**src/shared/ecph_pkg.sv**
```systemverilog
// Shared constants and types for the ECP parallel port handshake engine
package ecph_pkg;

  // ----------------------------------------------------------------------
  // Clock and timing
  // ----------------------------------------------------------------------
  localparam int unsigned CLK_PERIOD_NS = 25;

  // Minimums round up to whole cycles
  localparam int unsigned FIFO_SETUP_NS  = 600;
  localparam int unsigned FIFO_PULSE_NS  = 600;
  localparam int unsigned FIFO_HOLD_NS   = 450;
  localparam int unsigned FIFO_GAP_NS    = 680;
  localparam int unsigned FIFO_TAIL_NS   = 80;
  // One delay serves every 80..180/200 ns window: 100 ns plus one or two register cycles stays inside
  localparam int unsigned ECP_DELAY_NS   = 100;
  // Debounce window must fall in 75..130 ns
  localparam int unsigned FILTER_NS      = 100;

  localparam int unsigned FIFO_SETUP_CYC = (FIFO_SETUP_NS + CLK_PERIOD_NS - 1) / CLK_PERIOD_NS;
  localparam int unsigned FIFO_PULSE_CYC = (FIFO_PULSE_NS + CLK_PERIOD_NS - 1) / CLK_PERIOD_NS;
  localparam int unsigned FIFO_HOLD_CYC  = (FIFO_HOLD_NS + CLK_PERIOD_NS - 1) / CLK_PERIOD_NS;
  localparam int unsigned FIFO_GAP_CYC   = (FIFO_GAP_NS + CLK_PERIOD_NS - 1) / CLK_PERIOD_NS;
  localparam int unsigned FIFO_TAIL_CYC  = (FIFO_TAIL_NS + CLK_PERIOD_NS - 1) / CLK_PERIOD_NS;
  localparam int unsigned ECP_DELAY_CYC  = (ECP_DELAY_NS + CLK_PERIOD_NS - 1) / CLK_PERIOD_NS;
  localparam int unsigned FILTER_CYC     = (FILTER_NS + CLK_PERIOD_NS - 1) / CLK_PERIOD_NS;

  localparam int unsigned CNT_W = 5;

  // ----------------------------------------------------------------------
  // Mode codes
  // ----------------------------------------------------------------------
  localparam logic [2:0] MODE_COMPAT = 3'h0;
  localparam logic [2:0] MODE_ECP    = 3'h3;
  localparam logic [2:0] MODE_FIFO   = 3'h5;

  // ----------------------------------------------------------------------
  // Reset values of the pins
  // ----------------------------------------------------------------------
  localparam logic       STROBE_N_RST   = 1'h1;
  localparam logic       HOST_ACK_N_RST = 1'h1;
  localparam logic [7:0] DATA_RST       = 8'h00;

  // ----------------------------------------------------------------------
  // Carriers
  // ----------------------------------------------------------------------
  typedef struct packed {
    logic       cmd;
    logic [7:0] data;
  } ecph_word_t;

  typedef struct packed {
    logic [7:0] data_out;
    logic       data_oe;
    logic       strobe_n_out;
    logic       strobe_n_oe;
    logic       autofd_n_out;
    logic       autofd_n_oe;
  } ecph_pins_t;

  typedef enum logic [6:0] {
    ST_IDLE     = 7'h01,
    ST_F_SETUP  = 7'h02,
    ST_F_STROBE = 7'h04,
    ST_F_HOLD   = 7'h08,
    ST_E_STROBE = 7'h10,
    ST_E_REL    = 7'h20,
    ST_R_ACK    = 7'h40
  } ecph_state_t;

endpackage : ecph_pkg

```
**src/hw/ecph_filter.sv**
```systemverilog
// Synchroniser and debounce filter for one handshake input from the cable
module ecph_filter #(
  parameter int unsigned STABLE_CYC = 4,
  parameter logic        RST_VAL    = 1'h0
) (
  input  wire logic sys_clk,
  input  wire logic nrst,
  input  wire logic raw,
  output logic      filt
);

  logic       sync_a;
  logic       sync_b;
  logic [3:0] run;

  // ----------------------------------------------------------------------
  // Two-stage synchroniser
  // ----------------------------------------------------------------------
  always_ff @(posedge sys_clk) begin
    if (!nrst) begin
      sync_a <= RST_VAL;
      sync_b <= RST_VAL;
    end else begin
      sync_a <= raw;
      sync_b <= sync_a;
    end
  end

  // ----------------------------------------------------------------------
  // Debounce
  // ----------------------------------------------------------------------
  // Any bounce restarts the count, so ringing on the cable never passes
  always_ff @(posedge sys_clk) begin
    if (!nrst) begin
      run  <= 4'h0;
      filt <= RST_VAL;
    end else if (sync_b == filt) begin
      run <= 4'h0;
    end else if (run == 4'(STABLE_CYC - 1)) begin
      run  <= 4'h0;
      filt <= sync_b;
    end else begin
      run <= run + 4'h1;
    end
  end

endmodule : ecph_filter

```
**src/hw/ecph_engine.sv**
```systemverilog
// Handshake engine of the multi-mode parallel port: FIFO forward, ECP forward and ECP reverse
// Function
// ECP mode drives data and handshake outputs push-pull.
// Compatible mode uses open-collector controls; switch to push-pull without glitches.
// FIFO mode: data valid at least 600 ns before strobe asserts.
// FIFO mode: strobe stays asserted at least 600 ns.
// FIFO mode: at least 680 ns from busy inactive to next strobe.
// FIFO mode: hold data 450 ns and until 80 ns after busy inactive.
// FIFO mode: with nothing pending, last byte stays on the data lines.
// Peripheral raises busy within 500 ns of strobe.
// ECP forward: strobe 80 to 200 ns after busy deasserts.
// ECP forward: release strobe 80 to 180 ns after busy recognised asserted.
// ECP forward: change data and command flag 80 to 180 ns after busy deasserts.
// Forward upper limits apply only while data waits in the FIFO.
// Busy transition valid only after stable 75 to 130 ns.
// Peripheral asserts busy after strobe, releases it after strobe releases.
// Reverse: raise host ack 80 to 200 ns after peripheral ack, if room and no terminal count.
// Reverse: drop host ack 80 to 200 ns after peripheral ack releases.
// Reverse: stall with host ack low while no room or terminal count seen.
// Peripheral ack change accepted only after stable 75 to 130 ns.
// Peripheral sets data before ack, follows host ack in its handshake.
// Peripheral keeps data until host ack is reasserted low.
// FIFO mode ignores the ack input and paces on busy only.
// Forward idle strobe high; reverse idle host ack low.
// Host clock is strobe, peripheral ack is busy, host ack is autofeed.
// All delays counted in system clock cycles, minimums rounded up.
module ecph_engine (
  input  wire logic               sys_clk,
  input  wire logic               nrst,
  input  wire logic [2:0]         mode,
  input  wire logic               reverse,
  input  wire logic               tx_valid,
  input  wire ecph_pkg::ecph_word_t tx_word,
  output logic                    tx_ready,
  output logic                    rx_valid,
  output ecph_pkg::ecph_word_t    rx_word,
  input  wire logic               rx_room,
  input  wire logic               term_count,
  input  wire logic [7:0]         port_data_lines_in,
  input  wire logic               busy_in,
  input  wire logic               ack_n_in,
  output ecph_pkg::ecph_pins_t    pins,
  output logic                    push_pull,
  output logic                    engine_idle
);

  ecph_pkg::ecph_state_t state;
  logic [ecph_pkg::CNT_W-1:0] cnt;
  logic [ecph_pkg::CNT_W-1:0] busy_lo_cnt;
  logic       busy_f;
  logic       ack_n_f;
  logic [7:0] data_sync_a;
  logic [7:0] data_sync_b;
  logic       strobe_n;
  logic       host_ack_n;
  logic [7:0] data_q;
  // Autofeed level of the current word
  logic       cmd_q;
  logic [2:0] act_mode;
  logic       act_rev;
  logic       cnt_done;
  logic       is_fifo;
  logic       is_ecp_fwd;
  logic       is_ecp_rev;

  localparam logic [ecph_pkg::CNT_W-1:0] SETUP_C = ecph_pkg::CNT_W'(ecph_pkg::FIFO_SETUP_CYC);
  localparam logic [ecph_pkg::CNT_W-1:0] PULSE_C = ecph_pkg::CNT_W'(ecph_pkg::FIFO_PULSE_CYC);
  localparam logic [ecph_pkg::CNT_W-1:0] HOLD_C  = ecph_pkg::CNT_W'(ecph_pkg::FIFO_HOLD_CYC);
  localparam logic [ecph_pkg::CNT_W-1:0] GAP_C   = ecph_pkg::CNT_W'(ecph_pkg::FIFO_GAP_CYC);
  localparam logic [ecph_pkg::CNT_W-1:0] TAIL_C  = ecph_pkg::CNT_W'(ecph_pkg::FIFO_TAIL_CYC);
  localparam logic [ecph_pkg::CNT_W-1:0] ECP_C   = ecph_pkg::CNT_W'(ecph_pkg::ECP_DELAY_CYC);

  // ----------------------------------------------------------------------
  // Input conditioning
  // ----------------------------------------------------------------------
  ecph_filter #(
    .STABLE_CYC (ecph_pkg::FILTER_CYC),
    .RST_VAL    (1'h0)
  ) u_busy_filter (
    .sys_clk (sys_clk),
    .nrst    (nrst),
    .raw     (busy_in),
    .filt    (busy_f)
  );

  ecph_filter #(
    .STABLE_CYC (ecph_pkg::FILTER_CYC),
    .RST_VAL    (1'h1)
  ) u_ack_filter (
    .sys_clk (sys_clk),
    .nrst    (nrst),
    .raw     (ack_n_in),
    .filt    (ack_n_f)
  );

  // Data lines are stable well before the filtered ack moves, so plain sync suffices
  always_ff @(posedge sys_clk) begin
    if (!nrst) begin
      data_sync_a <= 8'h00;
      data_sync_b <= 8'h00;
    end else begin
      data_sync_a <= port_data_lines_in;
      data_sync_b <= data_sync_a;
    end
  end

  // ----------------------------------------------------------------------
  // Mode latch
  // ----------------------------------------------------------------------
  // Mode and direction change only while idle, when every output is at rest
  // Reverse is honoured in ECP mode only
  always_ff @(posedge sys_clk) begin
    if (!nrst) begin
      act_mode <= ecph_pkg::MODE_COMPAT;
      act_rev  <= 1'h0;
    end else if (state == ecph_pkg::ST_IDLE) begin
      act_mode <= mode;
      act_rev  <= reverse && (mode == ecph_pkg::MODE_ECP);
    end
  end

  assign is_fifo    = (act_mode == ecph_pkg::MODE_FIFO);
  assign is_ecp_fwd = (act_mode == ecph_pkg::MODE_ECP) && !act_rev;
  assign is_ecp_rev = (act_mode == ecph_pkg::MODE_ECP) && act_rev;
  assign cnt_done   = (cnt == '0);

  // ----------------------------------------------------------------------
  // Busy-low timer
  // ----------------------------------------------------------------------
  // Saturates at the longest gap needed, so it never wraps
  // Also times the hold tail and the ECP wait
  always_ff @(posedge sys_clk) begin
    if (!nrst) begin
      busy_lo_cnt <= '0;
    end else if (busy_f) begin
      busy_lo_cnt <= '0;
    end else if (busy_lo_cnt != GAP_C) begin
      busy_lo_cnt <= busy_lo_cnt + 1'b1;
    end
  end

  // ----------------------------------------------------------------------
  // Transfer state machine
  // ----------------------------------------------------------------------
  always_ff @(posedge sys_clk) begin
    if (!nrst) begin
      // Outputs rest at their idle levels
      state      <= ecph_pkg::ST_IDLE;
      cnt        <= '0;
      strobe_n   <= ecph_pkg::STROBE_N_RST;
      host_ack_n <= ecph_pkg::HOST_ACK_N_RST;
      data_q     <= ecph_pkg::DATA_RST;
      cmd_q      <= 1'h0;
    end else begin
      if (!cnt_done) begin
        cnt <= cnt - 1'b1;
      end
      case (state)
        ecph_pkg::ST_IDLE: begin
          strobe_n <= 1'h1;
          if (is_fifo) begin
            host_ack_n <= 1'h1;
            // Ack is never looked at here
            if (tx_valid && !busy_f) begin
              data_q <= tx_word.data;
              cnt    <= SETUP_C;
              state  <= ecph_pkg::ST_F_SETUP;
            end
          end else if (is_ecp_fwd) begin
            host_ack_n <= cmd_q;
            // Data, command flag and strobe move together after the busy-low wait
            if (tx_valid && busy_lo_cnt >= ECP_C) begin
              data_q     <= tx_word.data;
              cmd_q      <= !tx_word.cmd;
              host_ack_n <= !tx_word.cmd;
              strobe_n   <= 1'h0;
              state      <= ecph_pkg::ST_E_STROBE;
            end
          end else if (is_ecp_rev) begin
            host_ack_n <= 1'h0;
            // No room or terminal count: stay here with host ack low
            if (!ack_n_f && rx_room && !term_count) begin
              cnt   <= ECP_C;
              state <= ecph_pkg::ST_R_ACK;
            end
          end else begin
            host_ack_n <= 1'h1;
          end
        end
        ecph_pkg::ST_F_SETUP: begin
          // Setup and busy-low gap must both run out
          if (cnt_done && busy_lo_cnt == GAP_C) begin
            strobe_n <= 1'h0;
            cnt      <= PULSE_C;
            state    <= ecph_pkg::ST_F_STROBE;
          end
        end
        ecph_pkg::ST_F_STROBE: begin
          // Pulse width counted from the falling edge
          if (cnt_done) begin
            strobe_n <= 1'h1;
            cnt      <= HOLD_C;
            state    <= ecph_pkg::ST_F_HOLD;
          end
        end
        ecph_pkg::ST_F_HOLD: begin
          // Data may move only after both the hold time and the busy-low tail
          if (cnt_done && busy_lo_cnt >= TAIL_C) begin
            state <= ecph_pkg::ST_IDLE;
          end
        end
        ecph_pkg::ST_E_STROBE: begin
          // Busy counts only once the filter passes it
          if (busy_f) begin
            cnt   <= ECP_C;
            state <= ecph_pkg::ST_E_REL;
          end
        end
        ecph_pkg::ST_E_REL: begin
          if (cnt_done) begin
            strobe_n <= 1'h1;
            state    <= ecph_pkg::ST_IDLE;
          end
        end
        ecph_pkg::ST_R_ACK: begin
          // Answer delay, then raise host ack and take the byte
          if (host_ack_n == 1'h0) begin
            if (cnt_done) begin
              host_ack_n <= 1'h1;
              data_q     <= data_sync_b;
            end
          // Delay restarts while the peripheral holds its ack
          end else if (!ack_n_f) begin
            cnt <= ECP_C;
          // Release recognised and delay run out: close the byte
          end else if (cnt_done) begin
            host_ack_n <= 1'h0;
            state      <= ecph_pkg::ST_IDLE;
          end
        end
        default: begin
          // Unused codes return to idle, strobe released
          state    <= ecph_pkg::ST_IDLE;
          strobe_n <= 1'h1;
        end
      endcase
    end
  end

  // ----------------------------------------------------------------------
  // Reverse byte delivery
  // ----------------------------------------------------------------------
  // The byte is handed over when the delay after the filtered ack release runs out, as host ack drops, one pulse per byte
  always_ff @(posedge sys_clk) begin
    if (!nrst) begin
      rx_valid <= 1'h0;
      rx_word  <= '0;
    end else begin
      rx_valid <= 1'h0;
      if (state == ecph_pkg::ST_R_ACK && host_ack_n && ack_n_f && cnt_done) begin
        rx_valid     <= 1'h1;
        rx_word.data <= data_q;
        rx_word.cmd  <= 1'h0;
      end
    end
  end

  // Pull the word from the FIFO in the cycle the engine latches it
  always_comb begin
    tx_ready = 1'h0;
    if (state == ecph_pkg::ST_IDLE && tx_valid) begin
      if (is_fifo) begin
        tx_ready = !busy_f;
      end else if (is_ecp_fwd) begin
        tx_ready = (busy_lo_cnt >= ECP_C);
      end
    end
  end

  // ----------------------------------------------------------------------
  // Output drivers
  // ----------------------------------------------------------------------
  // Drive style only flips in idle, where each control sits high: open-collector
  // high (released) and push-pull high read the same, so no edge appears
  always_ff @(posedge sys_clk) begin
    if (!nrst) begin
      push_pull <= 1'h0;
    end else if (state == ecph_pkg::ST_IDLE && strobe_n && host_ack_n) begin
      push_pull <= (mode == ecph_pkg::MODE_ECP);
    end
  end

  // Open-collector style drives only while pulling low
  // Last latched byte stays on the lines until a new one is taken
  assign pins.data_out     = data_q;
  assign pins.data_oe      = !act_rev;
  assign pins.strobe_n_out = strobe_n;
  assign pins.strobe_n_oe  = push_pull || !strobe_n;
  assign pins.autofd_n_out = host_ack_n;
  assign pins.autofd_n_oe  = push_pull || !host_ack_n;
  assign engine_idle       = (state == ecph_pkg::ST_IDLE);

endmodule : ecph_engine

```
**config.mk**
```make
export PLATFORM = sky130hd
export DESIGN_NAME = ecph_engine
export DESIGN_NICKNAME = d
export VERILOG_FILES = /design/src/shared/ecph_pkg.sv /design/src/hw/ecph_filter.sv /design/src/hw/ecph_engine.sv
export SDC_FILE = /design/constraint.sdc
export NUM_CORES = 1
export LEC_CHECK = 0
export ABC_AREA = 1
export ABC_CLOCK_PERIOD_IN_PS = 3400
export BUFFER_PORTS_ARGS = -buffer_cell sky130_fd_sc_hd__buf_4
export CORE_MARGIN = 5
export CORE_UTILIZATION = 40
export DETAILED_ROUTE_END_ITERATION = 6
export PLACE_DENSITY = 0.58
export SYNTH_ARGS = -nofsm -noshare
export SYNTH_HDL_FRONTEND = slang
export SYNTH_HIERARCHICAL = 1
export SYNTH_SLANG_ARGS = --single-unit
```
**constraint.sdc**
```tcl
create_clock -name sys_clk -period 3.4 [get_ports sys_clk]
set_clock_uncertainty 0.2 [all_clocks]
set_input_delay 0.68 -clock sys_clk [delete_from_list [all_inputs] [get_ports sys_clk]]
set_output_delay 0.68 -clock sys_clk [all_outputs]
set_load 0.01 [all_outputs]
```
# Word level (Yosys, flattened, before mapping)
# Cells that the tools add are included.
# word_totals
regBits	72
inputBits	28
output_inout_bits	26
elab_cells	152
# classes
add_sub_neg	4
order_cmp	1
eq_ne	31
mux	52
bitwise_logic	5
n_reduce_logical	37
# op_table
cell	n
7-bit two-way mux	13
5-bit two-way mux	11
7-bit case mux with 7 select lines	1
8-bit two-way mux	6
5-bit case mux with 5 select lines	1
1-bit two-way mux	17
8-bit case mux with 2 select lines	1
1-bit logical AND	15
2-bit != test (second input constant)	6
10-bit AND reduction	1
3-bit OR reduction	3
4-bit by 1-bit adder with 4-bit output (second input constant)	2
4-bit by 2-bit == test with 1-bit output (second input constant)	2
4-bit by 1-bit != test with 1-bit output (second input constant)	2
7-bit by 1-bit == test with 1-bit output (second input constant)	1
7-bit by 2-bit == test with 1-bit output (second input constant)	1
7-bit by 3-bit == test with 1-bit output (second input constant)	1
7-bit by 4-bit == test with 1-bit output (second input constant)	1
7-bit by 5-bit == test with 1-bit output (second input constant)	1
7-bit by 6-bit == test with 1-bit output (second input constant)	1
7-bit == test (second input constant)	1
1-bit logical NOT	7
3-bit by 2-bit == test with 1-bit output (second input constant)	2
2-bit by 1-bit != test with 1-bit output (second input constant)	3
20 further kinds	30

# Logic depth before layout (Yosys ltp)
# logic_depth
depth_word	8
ltp_mapped	12
depth_no_buf	12

# Modules after synthesis
# Netlist, hierarchy kept.
# by_module_without_submodules
mod	n_inst	cells_each	area_per_inst_um2	seq_area_each_um2
ecph_engine	1	415	2946.6	1161.1
ecph_filter at u_busy_filter	1	34	277.8	140.1
ecph_filter at u_ack_filter	1	31	274.0	140.1

# Least setup slack after synthesis
# Ideal clock, no wire load.
# synth_path
path_kind	input port to output port
start	input port tx_valid
end	output port tx_ready
arrival_ns	1.080
required_time_ns	2.520
path_slack_ns	1.440
path_stages	4
path_buffers	0
cell_sequence	nand2_1 -> nor2_2 -> nor2_1 -> nor2_1
# synth_via
elab_chain_cells	2
# synth_lines
element	line_no	rtl
start, declared	ecph_engine.sv:32	input wire logic tx_valid,
1-bit logical AND	ecph_engine.sv:271	if (state == ecph_pkg::ST_IDLE && tx_valid) begin
1-bit two-way mux	ecph_engine.sv:271	
end, declared	ecph_engine.sv:34	output logic tx_ready,
# Every way passes these cells.

# Worst setup path in the final report
# layout_path
start	register state[2]
end	output port engine_idle
# layout_via
elab_chain_cells	1
# layout_lines
element	line_no	rtl
start, declared	ecph_engine.sv:47	ecph_pkg::ecph_state_t state;
start signal, assigned	ecph_engine.sv:148	state <= ecph_pkg::ST_IDLE;
start signal, assigned	ecph_engine.sv:167	state <= ecph_pkg::ST_F_SETUP;
start signal, assigned	ecph_engine.sv:177	state <= ecph_pkg::ST_E_STROBE;
7-bit by 1-bit == test with 1-bit output	ecph_engine.sv:301	assign engine_idle = (state == ecph_pkg::ST_IDLE);
end, declared	ecph_engine.sv:44	output logic engine_idle
# Every way passes these cells.

==> results.yml <==
status:
  outcome: "finished clean"
critical_path:
  worstPathArrival_ps: 1620
  path_class: "reg -> out"
  cp.required_ps: 2520
  cpPeakStageDelay_ps: 430
  crit_start: "state[2]"
  critPathMaxFanout: 12
  cp-start-kind: "flip-flop"
  r2r-start: "state[2]"
  crit_path_end_kind: "output pin"
  path_cells: "nor2_4 -> nand3_2 -> nor2_2 -> buf_4"
  critPathSlowestCell: "nor2_2"
synth:
  ys_async_sr_fraction_pct: 0
  syn-instance-count: 480
  yosysSeqAreaShare_pct: 41.2
  avgSynthCellArea_sq_um: 7.29
  synth-seq-cells: 72
  synthesis.nets: 514
  ys_warn_count: 6
  syn_area_sq_mm: 0.00350
  synth_top_flop_cell: "dfxtp_1"
  synth_cell_types: 35
  synth_edf_count: 0
grt:
  track_usage_pct: 14.6
  grt_pass1_vias: 2965
  antenna_found_initial: 0
  overflow: 0
  grt_max_degree: 34
  grt_pass1_wl_mm: 13.1
layout:
  diodes: 0
  layout.nets: 564
  mostFrequentLayoutCells: "109 x nand2_1, 72 x dfxtp_1, 62 x inv_1, 57 x nor2_1, 53 x buf_4"
  final_common_cell: "nand2_1"
  final_area_sq_mm: 0.00417
  drive_gt1_share_pct: 24.5
  finalNonFillerCells: 643
  syn_to_final_growth_pct: 19.1
  n_fill_cell: 880
clock_tree:
  clk_pin_slew_ps: 80
  cts_buffer_depth: 2
  htree_levels: 3
  cts_resized: 0
  cts-root-buf: "clkbuf_8"
  cts_buffers: 9
  ctsHoldBuffers: 0
  cts.sinks: 72
  cts_setup_buffers: 0
  cts_tree: "done"
  clkLatencyLatePin_ps: 340
hold_path:
  hp-start: "data_sync_a[4]"
  hold_class: "reg -> reg"
pwr:
  clkPwrFrac_pct: 22.9
  p_int_mw: 1.95
  seqPwrFrac_pct: 34.1
  ir_drop_uv: 313
  pwr-share-comb_pct: 43.0
  netSwitchingPower_mw: 1.34
  cellPowerDensity_mw_per_mm2: 790
  switching_share_pct: 40.8
  p_leak_nw: 2.05
timing:
  post-route-min-period_ps: 2500
  final-hold-violation-count: 0
  slew_violations: 0
  setup_viol: 0
  setup-tns-final_ps: 0
  worst_slew_pin_slew_ps: 528
  finalCritPeriodShare_pct: 73.6
  timing.fmax_ghz: 0.400
  relSlewSlack_pct: 64.7
  grt_setup_unrepaired: "no"
floorplan:
  ios: 54
  rows: 34
  die_h_um: 104
  initial_core_util_pct: 40.5
  core_area_sq_mm: 0.00864
  die_x_um: 104
  dieArea_sq_mm: 0.0107
routing:
  wire_per_inst_um: 11.8
  dr.pass1.iters: 4
  drt_iter0_drc: 93
  totalWireLength_mm: 7.56
  drc_errors: 0
  dr_total_vias: 3010
  detail-route-antenna-nets: 0
  vias_per_cell: 4.68
place:
  io_buffers: 52
  dp.cells: 627
  dp_hpwl_mm: 5.78
  place_area_sq_mm: 0.00394
  place_congestion: 0.855
run:
  drv_cap: 0
==> metrics by stage <==
stage          hold WS [ps]  setup slack (ps)  total power, mW  util, %
2_1_floorplan           190              1440             2.20        -
3_3_place_gp            194              1270             2.56     45.6
3_5_place_dp            197              1240             2.56     45.6
4_1_cts                 215               881             3.33     48.2
5_1_grt                 236               767             3.57     48.2
6_report                214               899             3.29     48.2
==> kinds of logic (layout without fill, tap and decap cells) <==
| family | count (synthesis) | count (layout) | synth area share, % |
|---|---|---|---|
| AO/OA/AOI/OAI | 75 | 75 | 12.5 |
| adder cells (fa/ha/maj) | 6 | 6 | 2.15 |
| flip-flops | 72 | 72 | 41.2 |
| AND/OR/NAND/NOR | 235 | 235 | 32.6 |
| buffers and inverters | 87 | 142 | 10.4 |
| XOR/XNOR | 4 | 4 | 1.00 |
| other | 1 | 1 | 0.107 |
==> synth_stat cells, types with 5 or more instances <==
library cell	n	area share (%)
o21ai_0	23	3.3
a21oi_2	6	1.5
nand3_1	17	2.4
nand2_2	7	1.3
a211oi_1	5	1.1
inv_2	11	1.2
nand3_2	8	2.3
a21oi_1	26	3.7
dfxtp_1	72	41
ha_1	6	2.1
nor2_2	13	2.3
nor2_4	6	1.9
inv_1	62	6.7
o21ai_1	8	1.1
nand2_1	109	12
buf_4	5	1.1
nand4_1	5	0.89
nor2_1	57	6.1
==> final timing paths <==
path / to / slack [ps] / depth (start not counted)
hold reg to reg: data_sync_b[4] / 210 / 2
setup / recovery: engine_idle / 900 / 4
setup reg to reg: state[0] / 1340 / 10
hold / removal: data_sync_b[4] / 210 / 2
==> layer usage <==
metal  part of all wire (%)  track usage (%)  wire length, um
met1                     45             17.5             3440
met2                     50             25.0             3760
met3                    4.1             4.35              312
met4                   0.61             4.31               46
met5                      0                0                0
==> worst max-delay path: cells and delay by family (launching register included) <==
kind	cells	cell delay, ps
simple gates	3	700
flops	1	360
buf+inv	1	220
==> power by group through the flow <==
stage	Combinational [mW]	Clock [mW]	Sequential, mW
after floorplan	1.06	0	1.15
after global placement	1.41	0	1.14
after detailed placement	1.42	0	1.14
after CTS	1.43	0.778	1.12
after global routing	1.61	0.817	1.14
final	1.42	0.755	1.12
==> state kept, by name (all words and copies together) (netlist names), 3 cells and up <==
| register | cells |
|---|---|
| act_mode | 3 |
| busy_lo_cnt | 5 |
| cnt | 5 |
| data_q | 8 |
| data_sync_a | 8 |
| data_sync_b | 8 |
| rx_word | 8 |
| state | 7 |
| u_ack_filter/run | 4 |
| u_busy_filter/run | 4 |
==> final cells by class <==
cell class	instances	area (sq um)	share of cell area [%]
clock buffer	9	124	2.97
clock inverter	7	101	2.43
inverter	73	274	6.58
multi-input combinational	321	1690	40.6
sequential	72	1440	34.6
tap	108	135	3.24
timing repair buffer	53	398	9.55
(Power assumes the default switching activity.)
